$ cat config.mk
export PLATFORM = sky130hd
export DESIGN_NAME = ccc_clock_config
export DESIGN_NICKNAME = d
export VERILOG_FILES = /design/src/design/ccc_divider.v /design/src/design/ccc_sync.v /design/src/design/ccc_clock_config.v
export VERILOG_INCLUDE_DIRS = /design/src /design/src/pkg
export SDC_FILE = /design/constraint.sdc
export NUM_CORES = 1
export LEC_CHECK = 0
export ABC_AREA = 0
export BUFFER_PORTS_ARGS = -buffer_cell sky130_fd_sc_hd__buf_2
export CELL_PAD_IN_SITES_DETAIL_PLACEMENT = 1
export CELL_PAD_IN_SITES_GLOBAL_PLACEMENT = 1
export CORE_ASPECT_RATIO = 1.5
export CORE_MARGIN = 10
export CORE_UTILIZATION = 40
export CTS_CLUSTER_SIZE = 20
export DETAILED_ROUTE_END_ITERATION = 16
export GPL_TIMING_DRIVEN = 1
export PLACE_DENSITY_LB_ADDON = 0.1
export RECOVER_POWER = 50
export SYNTH_ARGS = -nofsm -noshare
export SYNTH_HDL_FRONTEND = slang
export SYNTH_SLANG_ARGS = --single-unit
$ cat constraint.sdc
create_clock -name clk -period 2.7 [get_ports clk]
set_input_delay 0.135 -clock clk [delete_from_list [all_inputs] [get_ports clk]]
set_output_delay 0.135 -clock clk [all_outputs]
set_load 0.05 [all_outputs]
$ cat src/pkg/ccc_regs.vh
// register offsets, field positions and reset values of the clock configuration block
`ifndef CCC_REGS_VH
`define CCC_REGS_VH
`define CCC_OFF_CLKSEL 9'h030
`define CCC_OFF_FASTTRIM 9'h034
`define CCC_OFF_SLOWTRIM 9'h036
`define CCC_OFF_LOCK 9'h039
`define CCC_OFF_SPEED 9'h1e0
`define CCC_OFF_SLEEP 9'h040
`define CCC_OFF_STATUS 9'h041
`define CCC_CLKSEL_CORE 0
`define CCC_CLKSEL_USB 5
`define CCC_CLKSEL_NODIV 6
`define CCC_CLKSEL_MASK 8'h61
`define CCC_SLOW_LP 7
`define CCC_SLOW_MASK 8'hbf
`define CCC_SLOW_RESET 8'h00
`define CCC_FAST_RESET 8'h00
`define CCC_LOCK_DIS 0
`define CCC_LOCK_FINE 1
`define CCC_LOCK_MASK 8'h03
`define CCC_SPEED_MASK 8'h3f
`define CCC_SPEED_NOBUZZ 5
`define CCC_RESET_BYTE 8'h00
`define CCC_SLOW_PERIOD_NS 31250
`define CCC_CLK_PERIOD_NS 5
`define CCC_WAKE_SLOW_CYCLES 3
`endif

$ cat src/design/ccc_divider.v
// core clock enable divider: produces a one-cycle tick every divide ratio source cycles
`include "ccc_regs.vh"
module ccc_divider
(
	// clock and reset
	input wire clk,
	input wire rst_n,
	// control
	input wire [2:0] speedCode,
	// result
	output reg coreTick
);
	reg [6:0] count_q;
	reg [7:0] ratio;
	// speed code to divide ratio
	function [7:0] speedRatio;
		input [2:0] code;
		begin
			case (code)
				3'h0: speedRatio = 8'h08;
				3'h1: speedRatio = 8'h04;
				3'h2: speedRatio = 8'h02;
				3'h3: speedRatio = 8'h01;
				3'h4: speedRatio = 8'h10;
				3'h5: speedRatio = 8'h20;
				3'h6: speedRatio = 8'h80;
				default: speedRatio = 8'h08;
			endcase
		end
	endfunction
	always @*
	begin
		ratio = speedRatio(speedCode);
	end
	always @(posedge clk or negedge rst_n)
	begin
		if (!rst_n)
		begin
			count_q <= 7'h00;
			coreTick <= 1'b0;
		end
		else if ({1'b0, count_q} >= ratio - 8'h01)
		begin
			count_q <= 7'h00;
			coreTick <= 1'b1;
		end
		else
		begin
			count_q <= count_q + 7'h01;
			coreTick <= 1'b0;
		end
	end
endmodule // ccc_divider

$ cat src/design/ccc_sync.v
// two flip-flop synchroniser for a single level
module ccc_sync
(
	// clock and reset
	input wire clk,
	input wire rst_n,
	// data
	input wire asyncIn,
	output reg syncOut
);
	reg meta_q;
	always @(posedge clk or negedge rst_n)
	begin
		if (!rst_n)
		begin
			meta_q <= 1'b0;
			syncOut <= 1'b0;
		end
		else
		begin
			meta_q <= asyncIn;
			syncOut <= meta_q;
		end
	end
endmodule // ccc_sync

$ cat src/design/ccc_clock_config.v
// core and usb clock configuration registers with sleep override and packet lock control
//
// Notes on behaviour
// three fine-offset bits add binary-weighted steps to fast oscillator; factory leaves zero
// five-bit gain field scales offset step; lower value means larger effect
// slow oscillator trim fields undefined until boot code loads calibration
// slow trim bit 7 selects low-power mode of slow oscillator
// software never writes bias value 10b; encodings 00 mid, 01 high
// software rewrites bias and frequency trims unchanged when toggling low-power bit
// usb divide-by-two disable acts only with external usb source
// software sets divide disable only with a 12 MHz external clock
// usb select 0 internal oscillator, 1 external; external stops packet retuning
// core select 0 internal oscillator, 1 external pin; resets to 0
// core speed codes 0..6 divide by 8,4,2,1,16,32,128; 7 reserved
// core speed resets to zero, so core starts at one eighth
// software keeps core clock at least usb/8 and at least 1.5 MHz
// detector-always-on bit keeps detector on in sleep, else duty cycled
// speed register sits in second io bank; software sets bank select first
// packet lock active only while internal oscillator feeds the usb engine
// lock disable bit 0 lets lock tune oscillator; 1 stops packet trimming
// fine-tune-only bit stops coarse retuning after coarse tuning completed
// sleep forces core to internal oscillator; wake waits three slow cycles
// reserved bits read zero and ignore writes
`include "ccc_regs.vh"
module ccc_clock_config
#(
	parameter WAKE_CYCLES = (`CCC_WAKE_SLOW_CYCLES * `CCC_SLOW_PERIOD_NS
		+ `CCC_CLK_PERIOD_NS - 1) / `CCC_CLK_PERIOD_NS
)
(
	// clock and reset
	input wire clk,
	input wire rst_n,
	// register port
	input wire [8:0] regAddr,
	input wire [7:0] regWrData,
	input wire regWrite,
	input wire regRead,
	output reg [7:0] regRdData,
	// system state from pins
	input wire sleepReqPin,
	input wire usbTrafficPin,
	input wire coarseDonePin,
	// oscillator trims
	output reg [2:0] fastOffset,
	output reg [4:0] fastGain,
	output reg slowLowPower,
	output reg [1:0] slowBias,
	output reg [3:0] slowFreqTrim,
	// clock selection
	output reg coreUseExt,
	output reg coreTickOut,
	output reg usbUseExt,
	output reg usbDivideByTwo,
	// detector and lock
	output reg detectorAlwaysOn,
	output reg [1:0] sleepTimer,
	output reg lockCoarseEn,
	output reg lockFineEn
);
	// ----------------------------------------------------------------
	// registers
	// ----------------------------------------------------------------
	reg [7:0] clkSel_q;
	reg [7:0] fastTrim_q;
	reg [7:0] slowTrim_q;
	reg [7:0] lock_q;
	reg [7:0] speed_q;
	reg sleeping_q;
	reg [1:0] wakeState_q;
	reg [17:0] wakeCount_q;
	reg [7:0] readMux;
	wire sleepReq;
	wire usbTraffic;
	wire coarseDone;
	wire rawTick;
	localparam ST_RUN = 2'b00;
	localparam ST_SLEEP = 2'b01;
	localparam ST_WAKE = 2'b10;
	localparam integer WAKE_SPAN = WAKE_CYCLES - 1;
	// the wake counter is 18 bits wide, enough for the default recovery span
	localparam [17:0] WAKE_LAST = WAKE_SPAN[17:0];
	// ----------------------------------------------------------------
	// pin synchronisers
	// ----------------------------------------------------------------
	ccc_sync uSyncSleep
	(
		.clk(clk),
		.rst_n(rst_n),
		.asyncIn(sleepReqPin),
		.syncOut(sleepReq)
	);
	ccc_sync uSyncTraffic
	(
		.clk(clk),
		.rst_n(rst_n),
		.asyncIn(usbTrafficPin),
		.syncOut(usbTraffic)
	);
	ccc_sync uSyncCoarse
	(
		.clk(clk),
		.rst_n(rst_n),
		.asyncIn(coarseDonePin),
		.syncOut(coarseDone)
	);
	// ----------------------------------------------------------------
	// core divider
	// ----------------------------------------------------------------
	ccc_divider uDiv
	(
		.clk(clk),
		.rst_n(rst_n),
		.speedCode(speed_q[2:0]),
		.coreTick(rawTick)
	);
	// ----------------------------------------------------------------
	// register writes
	// ----------------------------------------------------------------
	// trims have no defined power-on value in silicon; zero here keeps simulation clean
	always @(posedge clk or negedge rst_n)
	begin
		if (!rst_n)
		begin
			clkSel_q <= `CCC_RESET_BYTE;
			fastTrim_q <= `CCC_FAST_RESET;
			slowTrim_q <= `CCC_SLOW_RESET;
			lock_q <= `CCC_RESET_BYTE;
			speed_q <= `CCC_RESET_BYTE;
		end
		else
		begin
			if (regWrite && regAddr == `CCC_OFF_CLKSEL)
				clkSel_q <= regWrData & `CCC_CLKSEL_MASK;
			else if (sleepReq)
				clkSel_q[`CCC_CLKSEL_CORE] <= 1'b0;
			if (regWrite && regAddr == `CCC_OFF_FASTTRIM)
				fastTrim_q <= regWrData;
			if (regWrite && regAddr == `CCC_OFF_SLOWTRIM)
				slowTrim_q <= regWrData & `CCC_SLOW_MASK;
			if (regWrite && regAddr == `CCC_OFF_LOCK)
				lock_q <= regWrData & `CCC_LOCK_MASK;
			if (regWrite && regAddr == `CCC_OFF_SPEED)
				speed_q <= regWrData & `CCC_SPEED_MASK;
		end
	end
	// ----------------------------------------------------------------
	// sleep and wake sequencing
	// ----------------------------------------------------------------
	always @(posedge clk or negedge rst_n)
	begin
		if (!rst_n)
		begin
			wakeState_q <= ST_RUN;
			wakeCount_q <= 18'h0_0000;
			sleeping_q <= 1'b0;
		end
		else
		begin
			case (wakeState_q)
				ST_RUN:
					if (sleepReq)
					begin
						wakeState_q <= ST_SLEEP;
						sleeping_q <= 1'b1;
					end
				ST_SLEEP:
					if (!sleepReq)
					begin
						wakeState_q <= ST_WAKE;
						wakeCount_q <= 18'h0_0000;
					end
				ST_WAKE:
					if (wakeCount_q == WAKE_LAST)
					begin
						wakeState_q <= ST_RUN;
						sleeping_q <= 1'b0;
					end
					else
						wakeCount_q <= wakeCount_q + 18'h0_0001;
				default:
					wakeState_q <= ST_RUN;
			endcase
		end
	end
	// ----------------------------------------------------------------
	// read path
	// ----------------------------------------------------------------
	always @*
	begin
		case (regAddr)
			`CCC_OFF_CLKSEL: readMux = clkSel_q;
			`CCC_OFF_FASTTRIM: readMux = fastTrim_q;
			`CCC_OFF_SLOWTRIM: readMux = slowTrim_q;
			`CCC_OFF_LOCK: readMux = lock_q;
			`CCC_OFF_SPEED: readMux = speed_q;
			`CCC_OFF_STATUS: readMux = {5'h00, usbTraffic, wakeState_q};
			default: readMux = 8'h00;
		endcase
	end
	// ----------------------------------------------------------------
	// outputs
	// ----------------------------------------------------------------
	always @(posedge clk or negedge rst_n)
	begin
		if (!rst_n)
		begin
			regRdData <= 8'h00;
			fastOffset <= 3'h0;
			fastGain <= 5'h00;
			slowLowPower <= 1'b0;
			slowBias <= 2'h0;
			slowFreqTrim <= 4'h0;
			coreUseExt <= 1'b0;
			coreTickOut <= 1'b0;
			usbUseExt <= 1'b0;
			usbDivideByTwo <= 1'b1;
			detectorAlwaysOn <= 1'b0;
			sleepTimer <= 2'h0;
			lockCoarseEn <= 1'b0;
			lockFineEn <= 1'b0;
		end
		else
		begin
			regRdData <= regRead ? readMux : 8'h00;
			fastOffset <= fastTrim_q[7:5];
			fastGain <= fastTrim_q[4:0];
			slowLowPower <= slowTrim_q[`CCC_SLOW_LP];
			slowBias <= slowTrim_q[5:4];
			slowFreqTrim <= slowTrim_q[3:0];
			// core stays internal from sleep entry until wake recovery ends
			coreUseExt <= clkSel_q[`CCC_CLKSEL_CORE] && !sleeping_q;
			// no core ticks while asleep or recovering
			coreTickOut <= rawTick && !sleeping_q;
			usbUseExt <= clkSel_q[`CCC_CLKSEL_USB];
			usbDivideByTwo <= !(clkSel_q[`CCC_CLKSEL_USB]
				&& clkSel_q[`CCC_CLKSEL_NODIV]);
			detectorAlwaysOn <= speed_q[`CCC_SPEED_NOBUZZ];
			sleepTimer <= speed_q[4:3];
			// lock runs only on internal usb source, enabled, and with traffic
			lockFineEn <= !clkSel_q[`CCC_CLKSEL_USB] && !lock_q[`CCC_LOCK_DIS]
				&& usbTraffic;
			lockCoarseEn <= !clkSel_q[`CCC_CLKSEL_USB] && !lock_q[`CCC_LOCK_DIS]
				&& usbTraffic && !(lock_q[`CCC_LOCK_FINE] && coarseDone);
		end
	end
endmodule // ccc_clock_config

# Yosys cells after proc, flatten, opt, wreduce, memory -nomap -nowiden
# Index checks and enable logic that the tools add are counted.
[word_totals] elab_cells=95 in_bits=24 regBits=93
[classes] add_sub_neg=3 reduce_logical=24 muxes=17 n_lt_le_gt_ge=1 eq_ne=19
[op_table] op="8-bit one-hot mux with 6 select lines" count=2
[op_table] op="9-bit by 6-bit == test with 1-bit output, second input constant" count=4
[op_table] op="18-bit 2-to-1 mux" count=2
[op_table] op="18-bit one-hot mux with 2 select lines" count=1
[op_table] op="18-bit by 1-bit adder with 18-bit output, second input constant" count=1
[op_table] op="18-bit by 15-bit == test with 1-bit output, second input constant" count=1
[op_table] op="1-bit logical AND" count=12
[op_table] op="3-bit == test, second input constant" count=3
[op_table] op="9-bit by 7-bit == test with 1-bit output, second input constant" count=1
[op_table] op="9-bit == test, second input constant" count=1
[op_table] op="3-bit AND reduction" count=3
[op_table] op="7-bit by 8-bit greater-or-equal comparator with 1-bit output" count=1
[op_table] op="8-bit 2-to-1 mux" count=1
[op_table] op="8-bit by 1-bit subtractor with 8-bit output, second input constant" count=1
[op_table] op="7-bit by 1-bit adder with 7-bit output, second input constant" count=1
[op_table] op="7-bit 2-to-1 mux" count=1
[op_table] op="3-bit by 2-bit == test with 1-bit output, second input constant" count=2
[op_table] op="2-bit 2-to-1 mux" count=3
[op_table] op="2-bit != test, second input constant" count=3
[op_table] op="2-bit one-hot mux with 3 select lines" count=1
[op_table] op="2-bit nonzero test" count=3
[op_table] op="1-bit logical NOT" count=5
[op_table] op="1-bit 2-to-1 mux" count=5
[op_table] op="3-bit by 1-bit == test with 1-bit output, second input constant" count=1
[op_table] op="other kinds (5)" count=5

# Depth between registers and ports, before layout
[logic_depth] depth_word=5 depth_mapped=12

# Cells and area by module
# A second synthesis with hierarchy kept.
[hier_totals] cells_unflattened=326 area_unflattened_um2=4032.6
[modules_own_cells] mod="ccc_clock_config" seq_area_each_um2=1978.1 area_per_inst_um2=3296.9 instances=1 cells_each=261
[modules_own_cells] mod="ccc_divider" seq_area_each_um2=200.2 area_per_inst_um2=585.6 instances=1 cells_each=59
[modules_own_cells] mod="ccc_sync" seq_area_each_um2=50.0 area_per_inst_um2=50.0 instances=3 cells_each=2

# Least setup slack after synthesis
# OpenSTA, ideal clock, no wires.
[synth_path] kind="reg2reg" startpoint="register speed_q[1]" endpoint="register uDiv.count_q[2]" required_time_ns=2.560 slack_ns=0.244 arrival_ns=2.316 setup_ns=0.140 stages_incl_launch_ff=12 path_cell_list="dfrtp_1 clkbuf_1 nor2b_1 nand2_1 ha_1 nor3b_1 a21oi_1 o21a_1 ha_1 nand4_1 o211ai_1 nor2_1"
[synth_between] elab_chain_len=5 word_cells_on_any_way=10
[synth_rtl] item="from (decl)" line="ccc_clock_config.v:68" text="reg [7:0] speed_q;"
[synth_rtl] item="from (signal assigned)" line="ccc_clock_config.v:129" text="speed_q <= `CCC_RESET_BYTE;"
[synth_rtl] item="from (signal assigned)" line="ccc_clock_config.v:144" text="speed_q <= regWrData & `CCC_SPEED_MASK;"
[synth_rtl] item="3-bit == test (tied with other cells)" line="ccc_divider.v:19" text="case (code)"
[synth_rtl] item="8-bit one-hot mux with 6 select lines *" line="ccc_divider.v:19"
[synth_rtl] item="8-bit by 1-bit subtractor with 8-bit output *" line="ccc_divider.v:42" text="else if ({1'b0, count_q} >= ratio - 8'h01)"
[synth_rtl] item="7-bit by 8-bit greater-or-equal comparator with 1-bit output *" line="ccc_divider.v:42"
[synth_rtl] item="7-bit 2-to-1 mux *" line="ccc_divider.v:42"
[synth_rtl] item="to (signal assigned)" line="ccc_divider.v:49" text="count_q <= count_q + 7'h01;"
[synth_rtl] item="to (decl)" line="ccc_divider.v:13" text="reg [6:0] count_q;"
# Every way passes the cells marked *; elsewhere a longest branch is shown, timed or not.
# A chain may end at the register's enable or synchronous reset.

# Final worst setup path
[layout_path] startpoint="register speed_q[2]" endpoint="register uDiv.count_q[2]"
# The elaborated chain is that of the path after synthesis.

==> summary.txt <==
Timing
  • Final min period: about 2.4 ns
  • Final Hold Fails: 0
  • Setup ws final: between 0.2 and 0.3 ns
  • Slew Limit Fails: 0
  • RSZ-0062 raised after global routing: no
  • Hold Slack: between 0.03 and 0.04 ns
  • Setup violators final: 0
  • Tcrit/Tclk final: between 80% and 90%
  • Fin Clk Skew: between 0.006 and 0.007 ns
  • Max Freq: ~410 MHz
  • Worst-Margin Slew: between 1 and 1.5 ns
  • Post-Route Setup TNS: 0 ns
  • Max_slew headroom: a little over an eighth

Critical path
  • Reg-to-reg endpoint: uDiv.count_q[2]
  • Max incr delay on CP: 0.47 ns
  • Slowest library cell on the worst path: dfrtp_1
  • Crit path max fanout: 9
  • CP Buf/Inv Count: 1
  • Worst setup EP type: flip-flop
  • Worst path required time: between 2 and 3 ns
  • Crit-path cells: nor2b_2 -> nand2_1 -> ha_1 -> nor3b_1 -> a21oi_1 -> o21a_1 -> ha_1 -> a21o_1 -> a21oi_1 -> o211ai_1 -> buf_4 -> nor2_1
  • Worst path depth: 12
  • Worst setup SP type: flip-flop
  • Worst reg2reg path depth: 12
  • CP Data Arrival Time: roughly 2.7 ns
  • R2r setup slk: 0.29 ns
  • Reg2reg start: speed_q[2]
  • Worst setup path end: uDiv.count_q[2]
  • Kind of critical path: reg2reg
  • Top delay family on crit path: compound AO/OA/AOI/OAI gates
  • Crit. Startpoint: speed_q[2]

Logic synthesis
  • Gate Count Post-Synth: roughly 330
  • Sequential area share after synthesis: between 50% and 60%
  • Syn_area_per_cell: approximately 12 um^2
  • Number of synthesized register bits: 93
  • YS warnings: 0
  • Number of synthesized flops with an enable pin: 0
  • Library cells used by synthesis: 55
  • Syn nets: 367
  • Mapped cell area: 4030 um^2
  • Main synth FF type: dfrtp_1
  • Async SR Flop Fraction: 100%

Place
  • Dpl cell area: roughly 4400 um^2
  • Placer Congestion: ~0.8
  • Port buffer count: 55
  • DPL Wire Length: about 7100 um
  • Placed insts: about 500
  • Pre-CTS setup slack: ~0.17 ns

Floorplan
  • Die area: about 15000 um^2
  • Initial core utilization: approximately 41%
  • Row count: 44
  • Die span in y: 143 um
  • Core ar.: about 9700 um^2
  • I/O pins: 56
  • Chip width: between 100 and 150 um

Global route
  • Tot GR Track Use: between 10% and 20%
  • Initial antenna violation count: 1
  • Largest net degree at the start of global routing: 53
  • Global-route wire length before repair: about 16000 um
  • Vias in the first global route: 3046
  • Grt ovf: 0

Route
  • # DRC: 0
  • TritonRoute pass-1 iters: 4
  • Routed Wire Length: 9680 um
  • Via count: about 2800
  • Iter 0 DRT Violations: 78
  • Antenna Nets Post-Route: 0
  • WL per Instance: 18.8 um
  • Vias per cell: roughly 5.5

CTS
  • Clock slew at reported path FFs: approximately 0.070 ns
  • Root Buffer Master: clkbuf_16
  • Clk sinks: 93
  • Post-CTS setup repair buffer count: 0
  • H-tree depth: 3
  • Total CTS buffers: 9
  • CTS max path bufs: 2
  • Skew-Pair Late Insertion Delay: about 0.34 ns
  • CTS tree: done

Layout
  • Cell area after layout: 4740 um^2
  • Fraction of layout cells with a size suffix above 1: 21.3%
  • Layout area overhead: 17.6%
  • Fin cells: about 520
  • Fin nets: 431
  • Multi-input gate area: approximately 1600 um^2
  • Fillers: around 1100
  • Register Area: between 2000 and 2500 um^2

Outcome
  • Status: finished clean

Pwr
  • Comb pwr share: approximately 14%
  • P_int: between 2000 and 2500 uW
  • Net switching power: 900 uW
  • Switching part of the total: about 27%
  • Worst VDD drop: about 0.40 mV
  • Leak Pwr: 0.00218 uW
  • Flop pwr share: 47.7%
  • Clock share of power: between 30% and 40%
  • Pwr/cell area: around 700 nW/um^2

Run
  • Max-cap violations: 0

Worst hold path
  • Worst min-delay path class: in2reg
[final cells by class]
type,count,area share (%)
inverters,6,0.475
diodes,1,0.0528
flip-flops and latches,93,49.1
repair buffers,63,6.52
clock buffers,11,5.12
well taps,115,3.03
clock inverters,4,1.16
multi-input cells,223,34.5
[state kept, by name, indices dropped and copies added, names as in the netlist, 2 cells and up]
name          cells
clkSel_q          3
fastGain          5
fastOffset        3
fastTrim_q        8
lock_q            2
regRdData         8
sleepTimer        2
slowBias          2
slowFreqTrim      4
slowTrim_q        7
speed_q           6
uDiv.count_q      7
wakeCount_q      18
wakeState_q       2
[per-stage QoR]
stage,utilization (%),power (uW)
final,48.7,3310
after global routing,48.7,3510
after CTS,49.0,3380
after detailed placement,45.5,2090
after global placement,45.5,2060
after floorplan,-,1890
[kinds of logic (layout without fill, tap and decap cells)]
logic type      count (synthesis)  in the layout  synth area share (%)
compound gates                 47             47                  7.75
xor+xnor                       13             13                  2.82
fa+ha+maj                      11             11                  3.41
buf+inv                        16             84                  1.74
flops                          93             93                  57.7
mux                            33             33                  9.09
other cells                     0              1                     0
simple gates                  119            119                  17.5
[per-layer routing]
layer	GRT usage (%)	vias to the layer above	wire length (um)
met5	0	-	0
met4	5.07	0	145
met3	4.06	11	477
met2	22.3	48	4720
met1	17.3	1432	4330
li1	-	1333	-
[what timing repair did]
item | 4_1_cts | 5_1_grt
endpoints found under the setup margin | 0 | 8
hold buffers | 4 | 0
resized for setup | 0 | 2
endpoints found under the hold margin | 52 | 0
[cell usage after synthesis, types with 2 or more instances]
cell type / instances / share of area (%)
a211oi_1: 2 / 0.37
a21boi_0: 4 / 0.74
a21o_1: 2 / 0.37
a21oi_1: 10 / 1.2
a22o_1: 4 / 0.87
a22oi_1: 2 / 0.37
a31oi_1: 4 / 0.62
a32oi_1: 2 / 0.43
and2_1: 2 / 0.31
and3_1: 4 / 0.62
and4b_1: 2 / 0.50
buf_2: 2 / 0.25
clkbuf_1: 7 / 0.65
dfrtp_1: 92 / 57
ha_1: 11 / 3.4
inv_1: 6 / 0.56
mux2_2: 29 / 8.1
mux2i_1: 4 / 0.99
nand2_1: 22 / 2.0
nand2b_1: 4 / 0.62
nand3_1: 12 / 1.5
nand3_2: 2 / 0.50
nand3b_1: 2 / 0.37
nand4_1: 11 / 1.7
nor2_1: 22 / 2.0
nor2b_1: 6 / 0.93
nor3_1: 3 / 0.37
nor3b_1: 4 / 0.74
nor4_1: 5 / 0.78
o211ai_1: 3 / 0.56
o21ai_0: 8 / 0.99
o31ai_1: 3 / 0.56
or4_1: 3 / 0.56
xnor2_1: 7 / 1.5
xor2_1: 6 / 1.3
[power groups by stage]
stage | Sequential [uW] | Clock (uW) | Combinational (uW)
2_1_floorplan | 1610 | 0 | 285
3_3_place_gp | 1610 | 0 | 456
3_5_place_dp | 1610 | 0 | 481
4_1_cts | 1580 | 1310 | 487
5_1_grt | 1600 | 1370 | 539
6_report | 1580 | 1270 | 467
[cell usage in the layout (no fill, tap or decap), drive strengths merged, types with 6 or more instances in the layout]
cell type	instances
a21oi	10
buf	29
clkbuf	41
dfrtp	92
ha	11
inv	8
mux2	29
nand2	22
nand3	14
nand4	11
nor2	23
nor2b	6
nor4	7
o21ai	8
xnor2	7
xor2	6
[worst min-delay path by stage]
stage,from,end,slack [ns],cells after the start
3_3_place_gp,rst_n,wakeCount_q[14],0.20,1
3_5_place_dp,rst_n,wakeCount_q[14],0.20,1
2_1_floorplan,rst_n,clkSel_q[0],-0.16,0
4_1_cts,regWrData[7],fastTrim_q[7],0.03,2
5_1_grt,regWrData[7],fastTrim_q[7],0.03,2
6_report,regWrData[7],fastTrim_q[7],0.03,2
(Power assumes the default switching activity.)
